`config.mk`:
```
export PLATFORM = sky130hd
export DESIGN_NAME = tcc_timer
export DESIGN_NICKNAME = d
export VERILOG_FILES = /design/src/inc/tcc_pkg.sv /design/src/hdl/tcc_chan.sv /design/src/hdl/tcc_timer.sv
export SDC_FILE = /design/constraint.sdc
export NUM_CORES = 1
export LEC_CHECK = 0
export ABC_CLOCK_PERIOD_IN_PS = 5200
export BUFFER_PORTS_ARGS = -buffer_cell sky130_fd_sc_hd__clkbuf_2
export CORE_UTILIZATION = 65
export CTS_BUF_LIST = sky130_fd_sc_hd__clkbuf_4
export CTS_CLUSTER_DIAMETER = 120
export DETAILED_ROUTE_END_ITERATION = 7
export PLACE_DENSITY = 0.89
export SLEW_MARGIN = 40
export SYNTH_ARGS = -nofsm -noshare
export SYNTH_HDL_FRONTEND = slang
export SYNTH_SLANG_ARGS = --single-unit
export TNS_END_PERCENT = 10
```
`constraint.sdc`:
```
create_clock -name clk_sys -period 5.2 [get_ports clk_sys]
set_clock_uncertainty 0.1 [all_clocks]
set_input_delay 1.04 -clock clk_sys [delete_from_list [all_inputs] [get_ports clk_sys]]
set_output_delay 1.04 -clock clk_sys [all_outputs]
set_load 0.005 [all_outputs]
```
`src/inc/tcc_pkg.sv`:
```
// constants shared by the timer block and its channel module
package tcc_pkg;
  localparam int ADDR_W = 8;
  localparam int VAL_W = 16;
  localparam int PRE_W = 7;
  // register indices, byte address is four times the index
  localparam logic [5:0] IDX_TSC = 6'h20;
  localparam logic [5:0] IDX_CNT_HI = 6'h22;
  localparam logic [5:0] IDX_CNT_LO = 6'h23;
  localparam logic [5:0] IDX_MOD_HI = 6'h24;
  localparam logic [5:0] IDX_MOD_LO = 6'h25;
  localparam logic [5:0] IDX_SC0 = 6'h26;
  localparam logic [5:0] IDX_CH0_HI = 6'h27;
  localparam logic [5:0] IDX_CH0_LO = 6'h28;
  localparam logic [5:0] IDX_SC1 = 6'h29;
  localparam logic [5:0] IDX_CH1_HI = 6'h2A;
  localparam logic [5:0] IDX_CH1_LO = 6'h2B;
  // timer status/control fields
  localparam int TSC_OVF_BIT = 7;
  localparam int TSC_HALT_BIT = 5;
  localparam int TSC_CLR_BIT = 4;
  localparam int TSC_PS_LSB = 0;
  localparam logic [2:0] PS_EXT = 3'h7;
  // channel status/control fields
  localparam int SC_FLAG_BIT = 7;
  localparam int SC_IE_BIT = 6;
  localparam int SC_BUF_BIT = 5;
  localparam int SC_MSA_BIT = 4;
  localparam int SC_ELS_LSB = 2;
  localparam int SC_TOV_BIT = 1;
  localparam int SC_MAX_BIT = 0;
  localparam logic [1:0] ELS_OFF = 2'h0;
  localparam logic [1:0] ELS_TOGGLE = 2'h1;
  localparam logic [1:0] ELS_CLEAR = 2'h2;
  localparam logic [1:0] ELS_SET = 2'h3;
  // reset values
  localparam logic HALT_RST = 1'h1;
  localparam logic [2:0] PS_RST = 3'h0;
  localparam logic [15:0] MOD_RST = 16'hFFFF;
  localparam logic [15:0] CNT_RST = 16'h0000;
  localparam logic [15:0] VAL_RST = 16'h0000;
  localparam logic LEVEL_RST = 1'h1;
  localparam logic [7:0] BYTE_RST = 8'h00;
endpackage

```
`src/hdl/tcc_chan.sv`:
```
// one capture/compare/pwm channel with its status/control and value registers
`timescale 1ns/10ps
module tcc_chan #(
  parameter bit HAS_BUF = 1'b0
) (
  input wire logic clk_sys,
  input wire logic resetn,
  input wire logic [tcc_pkg::VAL_W-1:0] cnt,
  input wire logic cnt_new,
  input wire logic ovf,
  input wire logic sc_off,
  input wire logic sc_wr,
  input wire logic sc_rd,
  input wire logic hi_wr,
  input wire logic lo_wr,
  input wire logic hi_rd,
  input wire logic lo_rd,
  input wire logic [7:0] wdata,
  input wire logic pin_in,
  output logic [7:0] sc_val,
  output logic [tcc_pkg::VAL_W-1:0] value,
  output logic buf_mode,
  output logic pin_out,
  output logic pin_oe_n,
  output logic irq
);
  import tcc_pkg::*;

  typedef struct packed {
    logic flag;
    logic ie;
    logic bufm;
    logic msa;
    logic [1:0] els;
    logic tov;
    logic maxc;
    logic max_eff;
    logic armed;
    logic cap_lock;
    logic cmp_lock;
    logic [15:0] val;
    logic [15:0] act;
    logic pin_prev;
    logic level;
    logic oe_n;
    logic irq;
  } tcc_chan_st_t;

  tcc_chan_st_t s;
  tcc_chan_st_t n;
  logic cap_m;
  logic cmp_m;
  logic cap_ev;
  logic match;
  logic ev;

  // next state of the channel
  always_comb begin
    n = s;
    cap_m = (s.els != ELS_OFF) && !s.bufm && !s.msa && !sc_off;
    cmp_m = (s.els != ELS_OFF) && (s.bufm || s.msa) && !sc_off;
    cap_ev = cap_m && !s.cap_lock &&
      ((s.els[0] && pin_in && !s.pin_prev) || (s.els[1] && !pin_in && s.pin_prev));
    match = cmp_m && cnt_new && !s.cmp_lock && (cnt == (s.bufm ? s.act : s.val));
    ev = cap_ev || match;
    n.pin_prev = pin_in;
    if (cap_ev) begin
      n.val = cnt;
    end
    // control fields; a disabled register ignores writes
    if (sc_wr && !sc_off) begin
      n.ie = wdata[SC_IE_BIT];
      n.bufm = HAS_BUF ? wdata[SC_BUF_BIT] : 1'b0;
      n.msa = wdata[SC_MSA_BIT];
      n.els = wdata[SC_ELS_LSB +: 2];
      n.tov = wdata[SC_TOV_BIT];
      n.maxc = wdata[SC_MAX_BIT];
      if (!wdata[SC_FLAG_BIT] && s.armed && !ev) begin
        n.flag = 1'b0;
      end
      n.armed = 1'b0;
    end
    if (sc_rd && s.flag && !sc_off) begin
      n.armed = 1'b1;
    end
    // byte interlocks on the value register
    if (hi_rd && !s.bufm && !s.msa) begin
      n.cap_lock = 1'b1;
    end
    if (lo_rd) begin
      n.cap_lock = 1'b0;
    end
    if (hi_wr) begin
      n.val[15:8] = wdata;
      n.cmp_lock = s.bufm || s.msa;
    end
    if (lo_wr) begin
      n.val[7:0] = wdata;
      n.cmp_lock = 1'b0;
    end
    // buffered compare takes the new value only at a period boundary
    if (!s.bufm) begin
      n.act = s.val;
    end else if (ovf) begin
      n.act = s.val;
    end
    if (ovf) begin
      n.max_eff = s.maxc;
    end
    // pin level
    if (cmp_m) begin
      if (s.tov && ovf) begin
        n.level = !s.level;
      end else if (match) begin
        unique case (s.els)
          ELS_TOGGLE: n.level = !s.level;
          ELS_CLEAR: n.level = 1'b0;
          ELS_SET: n.level = 1'b1;
          ELS_OFF: n.level = s.level;
        endcase
      end
      if (s.max_eff && !s.tov) begin
        n.level = 1'b1;
      end
    end else if (s.els == ELS_OFF) begin
      n.level = !s.msa;
    end
    n.oe_n = !cmp_m;
    // a new event beats a clear in the same cycle
    if (ev) begin
      n.flag = 1'b1;
      n.armed = 1'b0;
    end
    n.irq = n.flag && n.ie;
  end

  // all channel state; reset clears every control bit
  always_ff @(posedge clk_sys or negedge resetn) begin
    if (!resetn) begin
      s <= '{flag: 1'b0, ie: 1'b0, bufm: 1'b0, msa: 1'b0, els: ELS_OFF, tov: 1'b0,
             maxc: 1'b0, max_eff: 1'b0, armed: 1'b0, cap_lock: 1'b0, cmp_lock: 1'b0,
             val: VAL_RST, act: VAL_RST, pin_prev: 1'b0, level: LEVEL_RST, oe_n: 1'b1, irq: 1'b0};
    end else begin
      s <= n;
    end
  end

  assign sc_val = sc_off ? BYTE_RST : {s.flag, s.ie, s.bufm, s.msa, s.els, s.tov, s.maxc};
  assign value = s.val;
  assign buf_mode = s.bufm;
  assign pin_out = s.level;
  assign pin_oe_n = s.oe_n;
  assign irq = s.irq;
endmodule

```
`src/hdl/tcc_timer.sv`:
```
// two-channel capture/compare timer with its counter, behind an apb slave
//
// The implementer's own choice: the APB interface to the registers.
`timescale 1ns/10ps
module tcc_timer (
  input wire logic clk_sys,
  input wire logic resetn,
  input wire logic psel,
  input wire logic penable,
  input wire logic pwrite,
  input wire logic [tcc_pkg::ADDR_W-1:0] paddr,
  input wire logic [31:0] pwdata,
  output logic [31:0] prdata,
  output logic pready,
  output logic pslverr,
  input wire logic [1:0] ch_pin_in,
  input wire logic counter_ext_clk,
  output logic [1:0] ch_pin_out,
  output logic [1:0] ch_pin_oe_n,
  output logic [1:0] chan_irq_req
);
  import tcc_pkg::*;

  typedef struct packed {
    logic [7:0] rdata;
    logic ready;
    logic err;
    logic halt;
    logic [2:0] ps;
    logic [6:0] pre;
    logic ext_q;
    logic [15:0] cnt;
    logic [15:0] modv;
    logic mod_lock;
    logic cnt_new;
    logic ovf;
    logic ovf_flag;
    logic ovf_armed;
    logic [7:0] lo_latch;
    logic latched;
  } tcc_top_st_t;

  tcc_top_st_t s;
  tcc_top_st_t n;

  logic [5:0] idx;
  logic aligned;
  logic acc;
  logic done;
  logic wr;
  logic rd;
  logic [7:0] wb;
  logic [7:0] sc0_val;
  logic [7:0] sc1_val;
  logic [15:0] val0;
  logic [15:0] val1;
  logic buf0;
  logic buf1_unused;

  // apb phases: the access phase is answered one cycle later
  assign idx = paddr[7:2];
  assign aligned = (paddr[1:0] == 2'h0);
  assign acc = psel && penable && !s.ready;
  assign done = psel && penable && s.ready;
  assign wr = done && pwrite && aligned;
  assign rd = done && !pwrite && aligned;
  assign wb = pwdata[7:0];

  logic map_ok;
  logic [7:0] rmux;
  logic [6:0] mask;
  logic tick;
  logic tsc_wr;
  logic clr;

  // read decode; unmapped indices answer with an error and zero data
  always_comb begin
    map_ok = 1'b1;
    rmux = BYTE_RST;
    unique case (idx)
      IDX_TSC: begin
        rmux[TSC_OVF_BIT] = s.ovf_flag;
        rmux[TSC_HALT_BIT] = s.halt;
        rmux[TSC_PS_LSB +: 3] = s.ps;
      end
      IDX_CNT_HI: begin
        rmux = s.cnt[15:8];
      end
      IDX_CNT_LO: begin
        rmux = s.latched ? s.lo_latch : s.cnt[7:0];
      end
      IDX_MOD_HI: begin
        rmux = s.modv[15:8];
      end
      IDX_MOD_LO: begin
        rmux = s.modv[7:0];
      end
      IDX_SC0: begin
        rmux = sc0_val;
      end
      IDX_CH0_HI: begin
        rmux = val0[15:8];
      end
      IDX_CH0_LO: begin
        rmux = val0[7:0];
      end
      IDX_SC1: begin
        rmux = sc1_val;
      end
      IDX_CH1_HI: begin
        rmux = val1[15:8];
      end
      IDX_CH1_LO: begin
        rmux = val1[7:0];
      end
      default: begin
        map_ok = 1'b0;
      end
    endcase
    if (!aligned) begin
      map_ok = 1'b0;
      rmux = BYTE_RST;
    end
  end

  // next state of bus answer and counter
  always_comb begin
    n = s;
    n.cnt_new = 1'b0;
    n.ovf = 1'b0;
    n.ext_q = counter_ext_clk;
    tsc_wr = wr && (idx == IDX_TSC);
    clr = tsc_wr && wb[TSC_CLR_BIT];
    // prescaler tap: divide by two to the power of the select field; select 7 takes external clock edges
    mask = 7'((8'h01 << s.ps) - 8'h01);
    if (s.ps == PS_EXT) begin
      tick = counter_ext_clk && !s.ext_q;
    end else begin
      tick = ((s.pre & mask) == mask);
    end
    // bus answer stands for exactly one cycle
    n.ready = acc;
    n.err = acc && !map_ok;
    if (acc) begin
      n.rdata = pwrite ? BYTE_RST : rmux;
    end
    // status/control writes
    if (tsc_wr) begin
      n.halt = wb[TSC_HALT_BIT];
      n.ps = wb[TSC_PS_LSB +: 3];
      if (!wb[TSC_OVF_BIT] && s.ovf_armed) begin
        n.ovf_flag = 1'b0;
      end
      n.ovf_armed = 1'b0;
    end
    if (rd && (idx == IDX_TSC) && s.ovf_flag) begin
      n.ovf_armed = 1'b1;
    end
    // modulo writes; the high byte holds off the overflow flag
    if (wr && (idx == IDX_MOD_HI)) begin
      n.modv[15:8] = wb;
      n.mod_lock = 1'b1;
    end
    if (wr && (idx == IDX_MOD_LO)) begin
      n.modv[7:0] = wb;
      n.mod_lock = 1'b0;
    end
    // reading the counter high byte freezes the low byte for software
    if (rd && (idx == IDX_CNT_HI) && !s.latched) begin
      n.lo_latch = s.cnt[7:0];
      n.latched = 1'b1;
    end
    if (rd && (idx == IDX_CNT_LO)) begin
      n.latched = 1'b0;
    end
    // counter; clear wins over counting and leaves other registers alone
    if (clr) begin
      n.cnt = CNT_RST;
      n.pre = 7'h00;
      n.latched = 1'b0;
    end else if (!s.halt) begin
      n.pre = s.pre + 7'h01;
      if (tick) begin
        n.cnt_new = 1'b1;
        if (s.cnt == s.modv) begin
          n.cnt = CNT_RST;
          n.ovf = 1'b1;
        end else begin
          n.cnt = s.cnt + 16'h0001;
        end
      end
    end
    // an overflow in the cycle of a flag clear write beats the clear
    if (n.ovf && !s.mod_lock) begin
      n.ovf_flag = 1'b1;
      n.ovf_armed = 1'b0;
    end
  end

  // all top-level state
  always_ff @(posedge clk_sys or negedge resetn) begin
    if (!resetn) begin
      s <= '{rdata: BYTE_RST, ready: 1'b0, err: 1'b0, halt: HALT_RST, ps: PS_RST,
             pre: 7'h00, ext_q: 1'b0, cnt: CNT_RST, modv: MOD_RST, mod_lock: 1'b0,
             cnt_new: 1'b0, ovf: 1'b0, ovf_flag: 1'b0, ovf_armed: 1'b0,
             lo_latch: BYTE_RST, latched: 1'b0};
    end else begin
      s <= n;
    end
  end

  assign prdata = {24'h000000, s.rdata};
  assign pready = s.ready;
  assign pslverr = s.err;

  // channel 0 owns the buffered select; it also shuts channel 1 off
  tcc_chan #(
    .HAS_BUF(1'b1)
  ) u_chan0 (
    .clk_sys(clk_sys),
    .resetn(resetn),
    .cnt(s.cnt),
    .cnt_new(s.cnt_new),
    .ovf(s.ovf),
    .sc_off(1'b0),
    .sc_wr(wr && (idx == IDX_SC0)),
    .sc_rd(rd && (idx == IDX_SC0)),
    .hi_wr(wr && (idx == IDX_CH0_HI)),
    .lo_wr(wr && (idx == IDX_CH0_LO)),
    .hi_rd(rd && (idx == IDX_CH0_HI)),
    .lo_rd(rd && (idx == IDX_CH0_LO)),
    .wdata(wb),
    .pin_in(ch_pin_in[0]),
    .sc_val(sc0_val),
    .value(val0),
    .buf_mode(buf0),
    .pin_out(ch_pin_out[0]),
    .pin_oe_n(ch_pin_oe_n[0]),
    .irq(chan_irq_req[0])
  );

  // channel 1 has no buffered select of its own
  tcc_chan #(
    .HAS_BUF(1'b0)
  ) u_chan1 (
    .clk_sys(clk_sys),
    .resetn(resetn),
    .cnt(s.cnt),
    .cnt_new(s.cnt_new),
    .ovf(s.ovf),
    .sc_off(buf0),
    .sc_wr(wr && (idx == IDX_SC1)),
    .sc_rd(rd && (idx == IDX_SC1)),
    .hi_wr(wr && (idx == IDX_CH1_HI)),
    .lo_wr(wr && (idx == IDX_CH1_LO)),
    .hi_rd(rd && (idx == IDX_CH1_HI)),
    .lo_rd(rd && (idx == IDX_CH1_LO)),
    .wdata(wb),
    .pin_in(ch_pin_in[1]),
    .sc_val(sc1_val),
    .value(val1),
    .buf_mode(buf1_unused),
    .pin_out(ch_pin_out[1]),
    .pin_oe_n(ch_pin_oe_n[1]),
    .irq(chan_irq_req[1])
  );
endmodule

```
==> flow_metrics.tcl, run 1 <==
set metrics [dict create \
    slew_violations 0 \
    gpl.final_weighted_congestion 0.9917 \
    power_density_mw_per_mm2 288.0 \
    antenna_left 0 \
    number_of_antenna_violations_at_the_first_check_in_global_routing 1 \
    finalHoldViolations 0 \
    synthesis.area_mm2 0.008514 \
    drt_drc_violations_left 0 \
    postCtsSetupRepairBufs 0 \
    layout_commonest_cell "sky130_fd_sc_hd__dfrtp_1" \
    power_leakage_nw 3.743 \
    rsz0062_at_grt "no" \
    netlist-cell-type-count 76 \
    max_slew.worst_pin.slew_ns 0.9185 \
    r2r_cells 10 \
    ys_seq_elements 147 \
    synth_enable_flop_cells 0 \
    clk-insertion-delay-late_ns 0.61 \
    via_count_of_the_first_global_routing_pass 6360 \
    maxCapViolations 0 \
    firstDrtPassIters 6 \
    number_of_port_buffers 39 \
    syn2layout_area_growth_pct 4.644 \
    post_synth.cell_area_avg_um2 10.08 \
    worst-setup-path-type "input port to register" \
    fin_hold_ws_ns 0.2225 \
    gr-total-overflow 0 \
    tritoncts "yes" \
    nFillCells 905 \
    mostFrequentLayoutCells "125 x sky130_fd_sc_hd__dfrtp_1, 91 x sky130_fd_sc_hd__nand2_1, 57 x sky130_fd_sc_hd__mux2i_1" \
    post_dp_cell_area_mm2 0.008556 \
    yosys_warnings 0 \
    crit_arrival_ns 3.69 \
    final-setup-viol-count 0 \
    worst_setup_hold_path_clk_slew_ns 0.13 \
    critical_path_peak_fanout 24 \
    cts_root_buffer "sky130_fd_sc_hd__clkbuf_4" \
    critical-path-max-stage-delay_ns 0.63 \
    grt_usage 0.3548 \
    dieArea_mm2 0.01356 \
    timing.critical_path.max_delay_family "simple AND/OR/NAND/NOR gates" \
    cts.hold.buffers_added 0 \
    fin_area_mm2 0.008910 \
    rows 41 \
    drive_above_1_share 0.2117 \
    grt_max_degree 110 \
    design.core.area_mm2 0.01267 \
    vdd_ir_drop_max_v 0.0001374 \
    cts_buffers 17 \
    total_power_mw 2.566 \
    drt_iter0_markers 883 \
    startpoint_type "input port" \
    cts_max_level 4 \
    fp.dieW_um 116.5 \
    status "finished, final reports clean" \
    synth_sequential_area_ratio 0.4351 \
    initial_utilization 0.6720 \
    detailroute.via_count 6871 \
    slew_headroom 0.3843 \
    grt_first_pass_wirelength_um 35180 \
    wirelength_um 22420 \
    end_kind "register" \
    clock_tree.buffer_depth 2 \
    ctsResizeCount 0 \
    critical-path-slowest-cell "sky130_fd_sc_hd__nand2_1" \
    post_drt_wl_per_cell_um 21.80 \
    synthesis.instances 845 \
    timing.critical_path.buf_inv 1 \
    min_period_ns 3.347 \
    finalCritPeriodShare 0.6437 \
    path_depth 7 \
    nNetsFinal 893 \
    placed_wire_length_estimate_um 14970 \
    max_clock_freq_mhz 298.8 \
    ys.flop_type "sky130_fd_sc_hd__dfrtp_1" \
    finalSetupTns_ns 0 \
    die_h_um 116.5 \
    floorplan.io_pins 88 \
    async_flop_share 1.000 \
    detail_route.vias_per_cell 6.684 \
    cp_data_required_time_ns 5.54 \
    postLayoutCoreUtil 0.7032 \
    cts.sink_count 147 \
    worst_hold_path_type "input port to asynchronous set/reset pin" \
    critical_path.cell_chain "clkbuf_2 -> or4b_4 -> nor3_4 -> nor2b_1 -> nand2_1 -> o211ai_1 -> o21ai_0" \
]
path summary, 6_finish.rpt:
kind / endpoint / start / slack [ns]
setup / recovery: s[42] / paddr[4] / 1.85
hold / removal: s[51] / resetn / 0.22
setup reg to reg: s[45] / s[55] / 1.92
hold reg to reg: prdata[7] / prdata[7] / 0.39
max in group asynchronous: u_chan0.pin_out / resetn / 3.90
min in group clk_sys: prdata[7] / prdata[7] / 0.39
cell usage after synthesis (6+ instances only):
library cell | number | area share
sky130_fd_sc_hd__o211ai_1 | 16 | 0.014
sky130_fd_sc_hd__nor4_1 | 8 | 0.0059
sky130_fd_sc_hd__dfstp_2 | 21 | 0.065
sky130_fd_sc_hd__nand3b_1 | 16 | 0.014
sky130_fd_sc_hd__nand2b_1 | 7 | 0.0051
sky130_fd_sc_hd__xnor2_1 | 33 | 0.034
sky130_fd_sc_hd__a22oi_1 | 18 | 0.016
sky130_fd_sc_hd__nor3_1 | 11 | 0.0065
sky130_fd_sc_hd__a21oi_1 | 21 | 0.012
sky130_fd_sc_hd__buf_4 | 41 | 0.036
sky130_fd_sc_hd__mux2i_1 | 57 | 0.067
sky130_fd_sc_hd__nor2_1 | 48 | 0.021
sky130_fd_sc_hd__mux2_2 | 56 | 0.074
sky130_fd_sc_hd__nor2b_1 | 13 | 0.0096
sky130_fd_sc_hd__a22o_1 | 6 | 0.0062
sky130_fd_sc_hd__xor2_1 | 21 | 0.022
sky130_fd_sc_hd__nand4_1 | 8 | 0.0059
sky130_fd_sc_hd__dfrtp_1 | 126 | 0.37
sky130_fd_sc_hd__and3_1 | 6 | 0.0044
sky130_fd_sc_hd__buf_2 | 23 | 0.014
sky130_fd_sc_hd__nand2_1 | 91 | 0.040
sky130_fd_sc_hd__inv_1 | 9 | 0.0040
sky130_fd_sc_hd__clkbuf_1 | 28 | 0.012
sky130_fd_sc_hd__o21ai_0 | 48 | 0.028
sky130_fd_sc_hd__nand3_1 | 13 | 0.0076
registers in the layout, indices dropped and copies added (netlist names):
| signal | count |
|---|---|
| u_chan0.irq | 1 |
| u_chan1.pin_out | 1 |
| pslverr | 1 |
| u_chan0.s | 28 |
| u_chan0.pin_out | 1 |
| pready | 1 |
| prdata | 8 |
| s | 58 |
| u_chan0.buf_mode | 1 |
| u_chan0.pin_oe_n | 1 |
| u_chan1.value | 16 |
| u_chan1.irq | 1 |
| u_chan1.s | 12 |
| u_chan1.pin_oe_n | 1 |
| u_chan0.value | 16 |
worst register-to-register path, cell delays in order, from the launching register on:
cell and delay, ns:
sky130_fd_sc_hd__dfrtp_1 0.69, sky130_fd_sc_hd__nor3_1 0.14, sky130_fd_sc_hd__inv_1 0.09, sky130_fd_sc_hd__ha_1 0.23, sky130_fd_sc_hd__nor2_1 0.06, sky130_fd_sc_hd__a221o_1 0.33
sky130_fd_sc_hd__a221oi_2 0.25, sky130_fd_sc_hd__o211ai_1 0.12, sky130_fd_sc_hd__buf_4 0.22, sky130_fd_sc_hd__or2_0 0.51, sky130_fd_sc_hd__o41ai_1 0.45
through the flow:
step           instances  setup WS [ns]
5_1_grt             1028          1.682
2_1_floorplan        868          2.378
4_1_cts             1026          1.906
3_5_place_dp         994          1.283
3_3_place_gp         994          1.358
6_report            1028          1.853
cell type report:
type                    instances  area (um2)  area share
clock buffers                  17       127.6     0.01432
well taps                     172       215.2     0.02415
inverters                       9       33.78    0.003792
clock inverters                15       188.9     0.02120
diodes                          1       2.502   0.0002809
multi-input cells             615        4313      0.4841
flip-flops and latches        147        3706      0.4160
repair buffers                 52       322.8     0.03623
kinds of logic after synthesis:
logic type                 synth area share
AOI/OAI and AO/OA                    0.1317
muxes                                0.1411
xor gates and xnor gates            0.05555
DFF                                  0.4351
buffers and inverters               0.07098
and+or+nand+nor                      0.1608
other                             0.0004404
adders and majority gates          0.004409
metal layers:
metal / part of all wire / track usage / wire, um
met4: 0.071 / 0.2504 / 1585
met5: 0 / 0 / 0
met2: 0.44 / 0.5097 / 9798
met3: 0.10 / 0.09600 / 2303
met1: 0.39 / 0.4659 / 8727
power by group:
part | switching (mW) | total [mW] | internal [mW]
sequential | 0.117 | 1.32 | 1.21
combinational | 0.255 | 0.432 | 0.177
clock | 0.435 | 0.810 | 0.375
total | 0.806 | 2.57 | 1.76
No activity file was read; power rests on OpenSTA's default activity.
==> inputs of run 2 (changes only) <==
--- a/config.mk
+++ b/config.mk
@@ -5,13 +5,13 @@
 export SDC_FILE = /design/constraint.sdc
 export NUM_CORES = 1
 export LEC_CHECK = 0
-export ABC_CLOCK_PERIOD_IN_PS = 5200
+export ABC_CLOCK_PERIOD_IN_PS = 3100
 export BUFFER_PORTS_ARGS = -buffer_cell sky130_fd_sc_hd__clkbuf_2
-export CORE_UTILIZATION = 65
+export CORE_UTILIZATION = 62
 export CTS_BUF_LIST = sky130_fd_sc_hd__clkbuf_4
 export CTS_CLUSTER_DIAMETER = 120
 export DETAILED_ROUTE_END_ITERATION = 7
-export PLACE_DENSITY = 0.89
+export PLACE_DENSITY = 0.85
 export SLEW_MARGIN = 40
 export SYNTH_ARGS = -nofsm -noshare
 export SYNTH_HDL_FRONTEND = slang
==> constraint.sdc (replaced) <==
create_clock -name clk_sys -period 3.1 [get_ports clk_sys]
set_clock_uncertainty 0.1 [all_clocks]
set_input_delay 0.62 -clock clk_sys [delete_from_list [all_inputs] [get_ports clk_sys]]
set_output_delay 0.62 -clock clk_sys [all_outputs]
set_load 0.005 [all_outputs]
==> flow_metrics.tcl, run 2 (synthesis results as in run 1) <==
set metrics [dict create \
    grt_max_degree 66 \
    syn2layout_area_growth_pct 6.113 \
    gpl.final_weighted_congestion 0.9587 \
    rows 42 \
    cts.sink_count 147 \
    worst_hold_path_type "input port to register" \
    power_density_mw_per_mm2 461.8 \
    drt_drc_violations_left 0 \
    dieArea_mm2 0.01421 \
    rsz0062_at_grt "no" \
    cts_buffers 17 \
    placed_wire_length_estimate_um 16010 \
    max_flop_register "s" \
    clock_tree.buffer_depth 2 \
    gr-total-overflow 0 \
    antenna_left 0 \
    slew_violations 0 \
    initial_utilization 0.6404 \
    die_h_um 119.2 \
    ff2ff_setup_slack_ns 0.33 \
    worst-setup-path-type "register to register" \
    finalCritPeriodShare 0.8939 \
    number_of_antenna_violations_at_the_first_check_in_global_routing 1 \
    layout_commonest_cell "sky130_fd_sc_hd__dfrtp_1" \
    tritoncts "yes" \
    critical_path_peak_fanout 12 \
    fp.dieW_um 119.2 \
    maxCapViolations 0 \
    crit_arrival_ns 3.17 \
    end_kind "register" \
    cts_root_buffer "sky130_fd_sc_hd__clkbuf_4" \
    finalSetupTns_ns 0 \
    slew_headroom 0.4911 \
    largest_register_ff_count 58 \
    firstDrtPassIters 6 \
    fin_area_mm2 0.009035 \
    total_power_mw 4.172 \
    vdd_ir_drop_max_v 0.0002869 \
    finalHoldViolations 0 \
    critical_path.cell_chain "nor3_1 -> inv_1 -> ha_1 -> nor2_1 -> a221o_1 -> a221oi_2 -> o211ai_1 -> or2_0 -> buf_4 -> o41ai_1" \
    detail_route.vias_per_cell 6.596 \
    min_period_ns 2.771 \
    critical-path-slowest-cell "sky130_fd_sc_hd__dfrtp_1" \
    number_of_port_buffers 39 \
    detailroute.via_count 6985 \
    grt_usage 0.3356 \
    cts_max_level 4 \
    mostFrequentLayoutCells "126 x sky130_fd_sc_hd__dfrtp_1, 91 x sky130_fd_sc_hd__nand2_1, 57 x sky130_fd_sc_hd__mux2i_1" \
    worst_setup_hold_path_clk_slew_ns 0.14 \
    power_leakage_nw 3.847 \
    max_slew.worst_pin.slew_ns 0.7606 \
    design.core.area_mm2 0.01330 \
    postLayoutCoreUtil 0.6796 \
    footprint_of_the_multi_input_gates_mm2 0.004298 \
    drive_above_1_share 0.2302 \
    clk-insertion-delay-late_ns 0.59 \
    max_clock_freq_mhz 360.9 \
    cp_data_required_time_ns 3.50 \
    nFillCells 1002 \
    status "finished, final reports clean" \
    final-setup-viol-count 0 \
    via_count_of_the_first_global_routing_pass 6659 \
    post_drt_wl_per_cell_um 21.63 \
    wirelength_um 22910 \
    layout_top_registers "s (58), u_chan0.s (28)" \
    drt_iter0_markers 884 \
    post_dp_cell_area_mm2 0.008763 \
    startpoint_type "register" \
    grt_first_pass_wirelength_um 35990 \
    critical-path-max-stage-delay_ns 0.57 \
    nNetsFinal 920 \
    floorplan.io_pins 88 \
    sequential_cell_area_mm2 0.003705 \
]
-- run 2: changes by cell type in the layout (fill, tap and decap cells not counted), sizes merged --
cell         previous run  this run
buf                    14        40
clkbuf                 55        57
clkinv                  5         9
dlygate4sd3             0         1
bufinv                  4         2
clkinvlp                5         1
-- run 2: final timing paths --
check	start	to	depth (start not counted)
worst max register to register	s[56]	s[33]	10
min in group asynchronous	resetn	s[49]	2
worst min register to register	prdata[6]	prdata[6]	1
worst min-delay path	counter_ext_clk	s[46]	1
max in group asynchronous	resetn	u_chan0.pin_oe_n	3
worst max-delay path	s[56]	s[33]	10
-- run 2: critical path, delay by kind of cell, from the launching register on --
kind	cells	cell delay, ns
buffers and inverters	2	0.28
DFF	1	0.57
AOI/OAI and AO/OA	4	1.00
and+or+nand+nor	3	0.48
adders and majority gates	1	0.25
-- run 2: area by class of cell --
cell class / instances / share of cell area
multi-input combinational: 615 / 0.4757
timing repair buffer: 79 / 0.05719
clock inverter: 13 / 0.01288
inverter: 9 / 0.003739
clock buffer: 19 / 0.01579
sequential: 147 / 0.4101
tap: 176 / 0.02437
antenna: 1 / 0.0002770
-- run 2: what timing repair did --
item                      CTS  global route
buffers inserted            0             0
gates resized for setup     0             0
hold endpoints to repair   39             0
hold buffers                1             0
-- run 2: power breakdown --
part           switching [mW]  internal (mW)
combinational           0.461          0.319
clock                   0.698          0.480
sequential              0.188           2.03
-- run 2: per-layer routing --
layer	vias to the layer above	routed length, um	GRT usage
li1	3010	-	-
met1	3391	8971	0.4336
met2	459	10140	0.5105
met3	125	2255	0.07567
met4	0	1542	0.2128
met5	-	0	0
-- run 2: per-stage QoR --
stage	hold slack, ns	std cells	worst slack [ns]
6_report	0.05635	1059	0.3289
5_1_grt	0.04608	1059	0.1359
4_1_cts	0.04883	1058	0.3159
3_5_place_dp	0.3675	1025	0.3404
3_3_place_gp	0.3628	1025	0.3831
2_1_floorplan	0.2244	868	0.5665
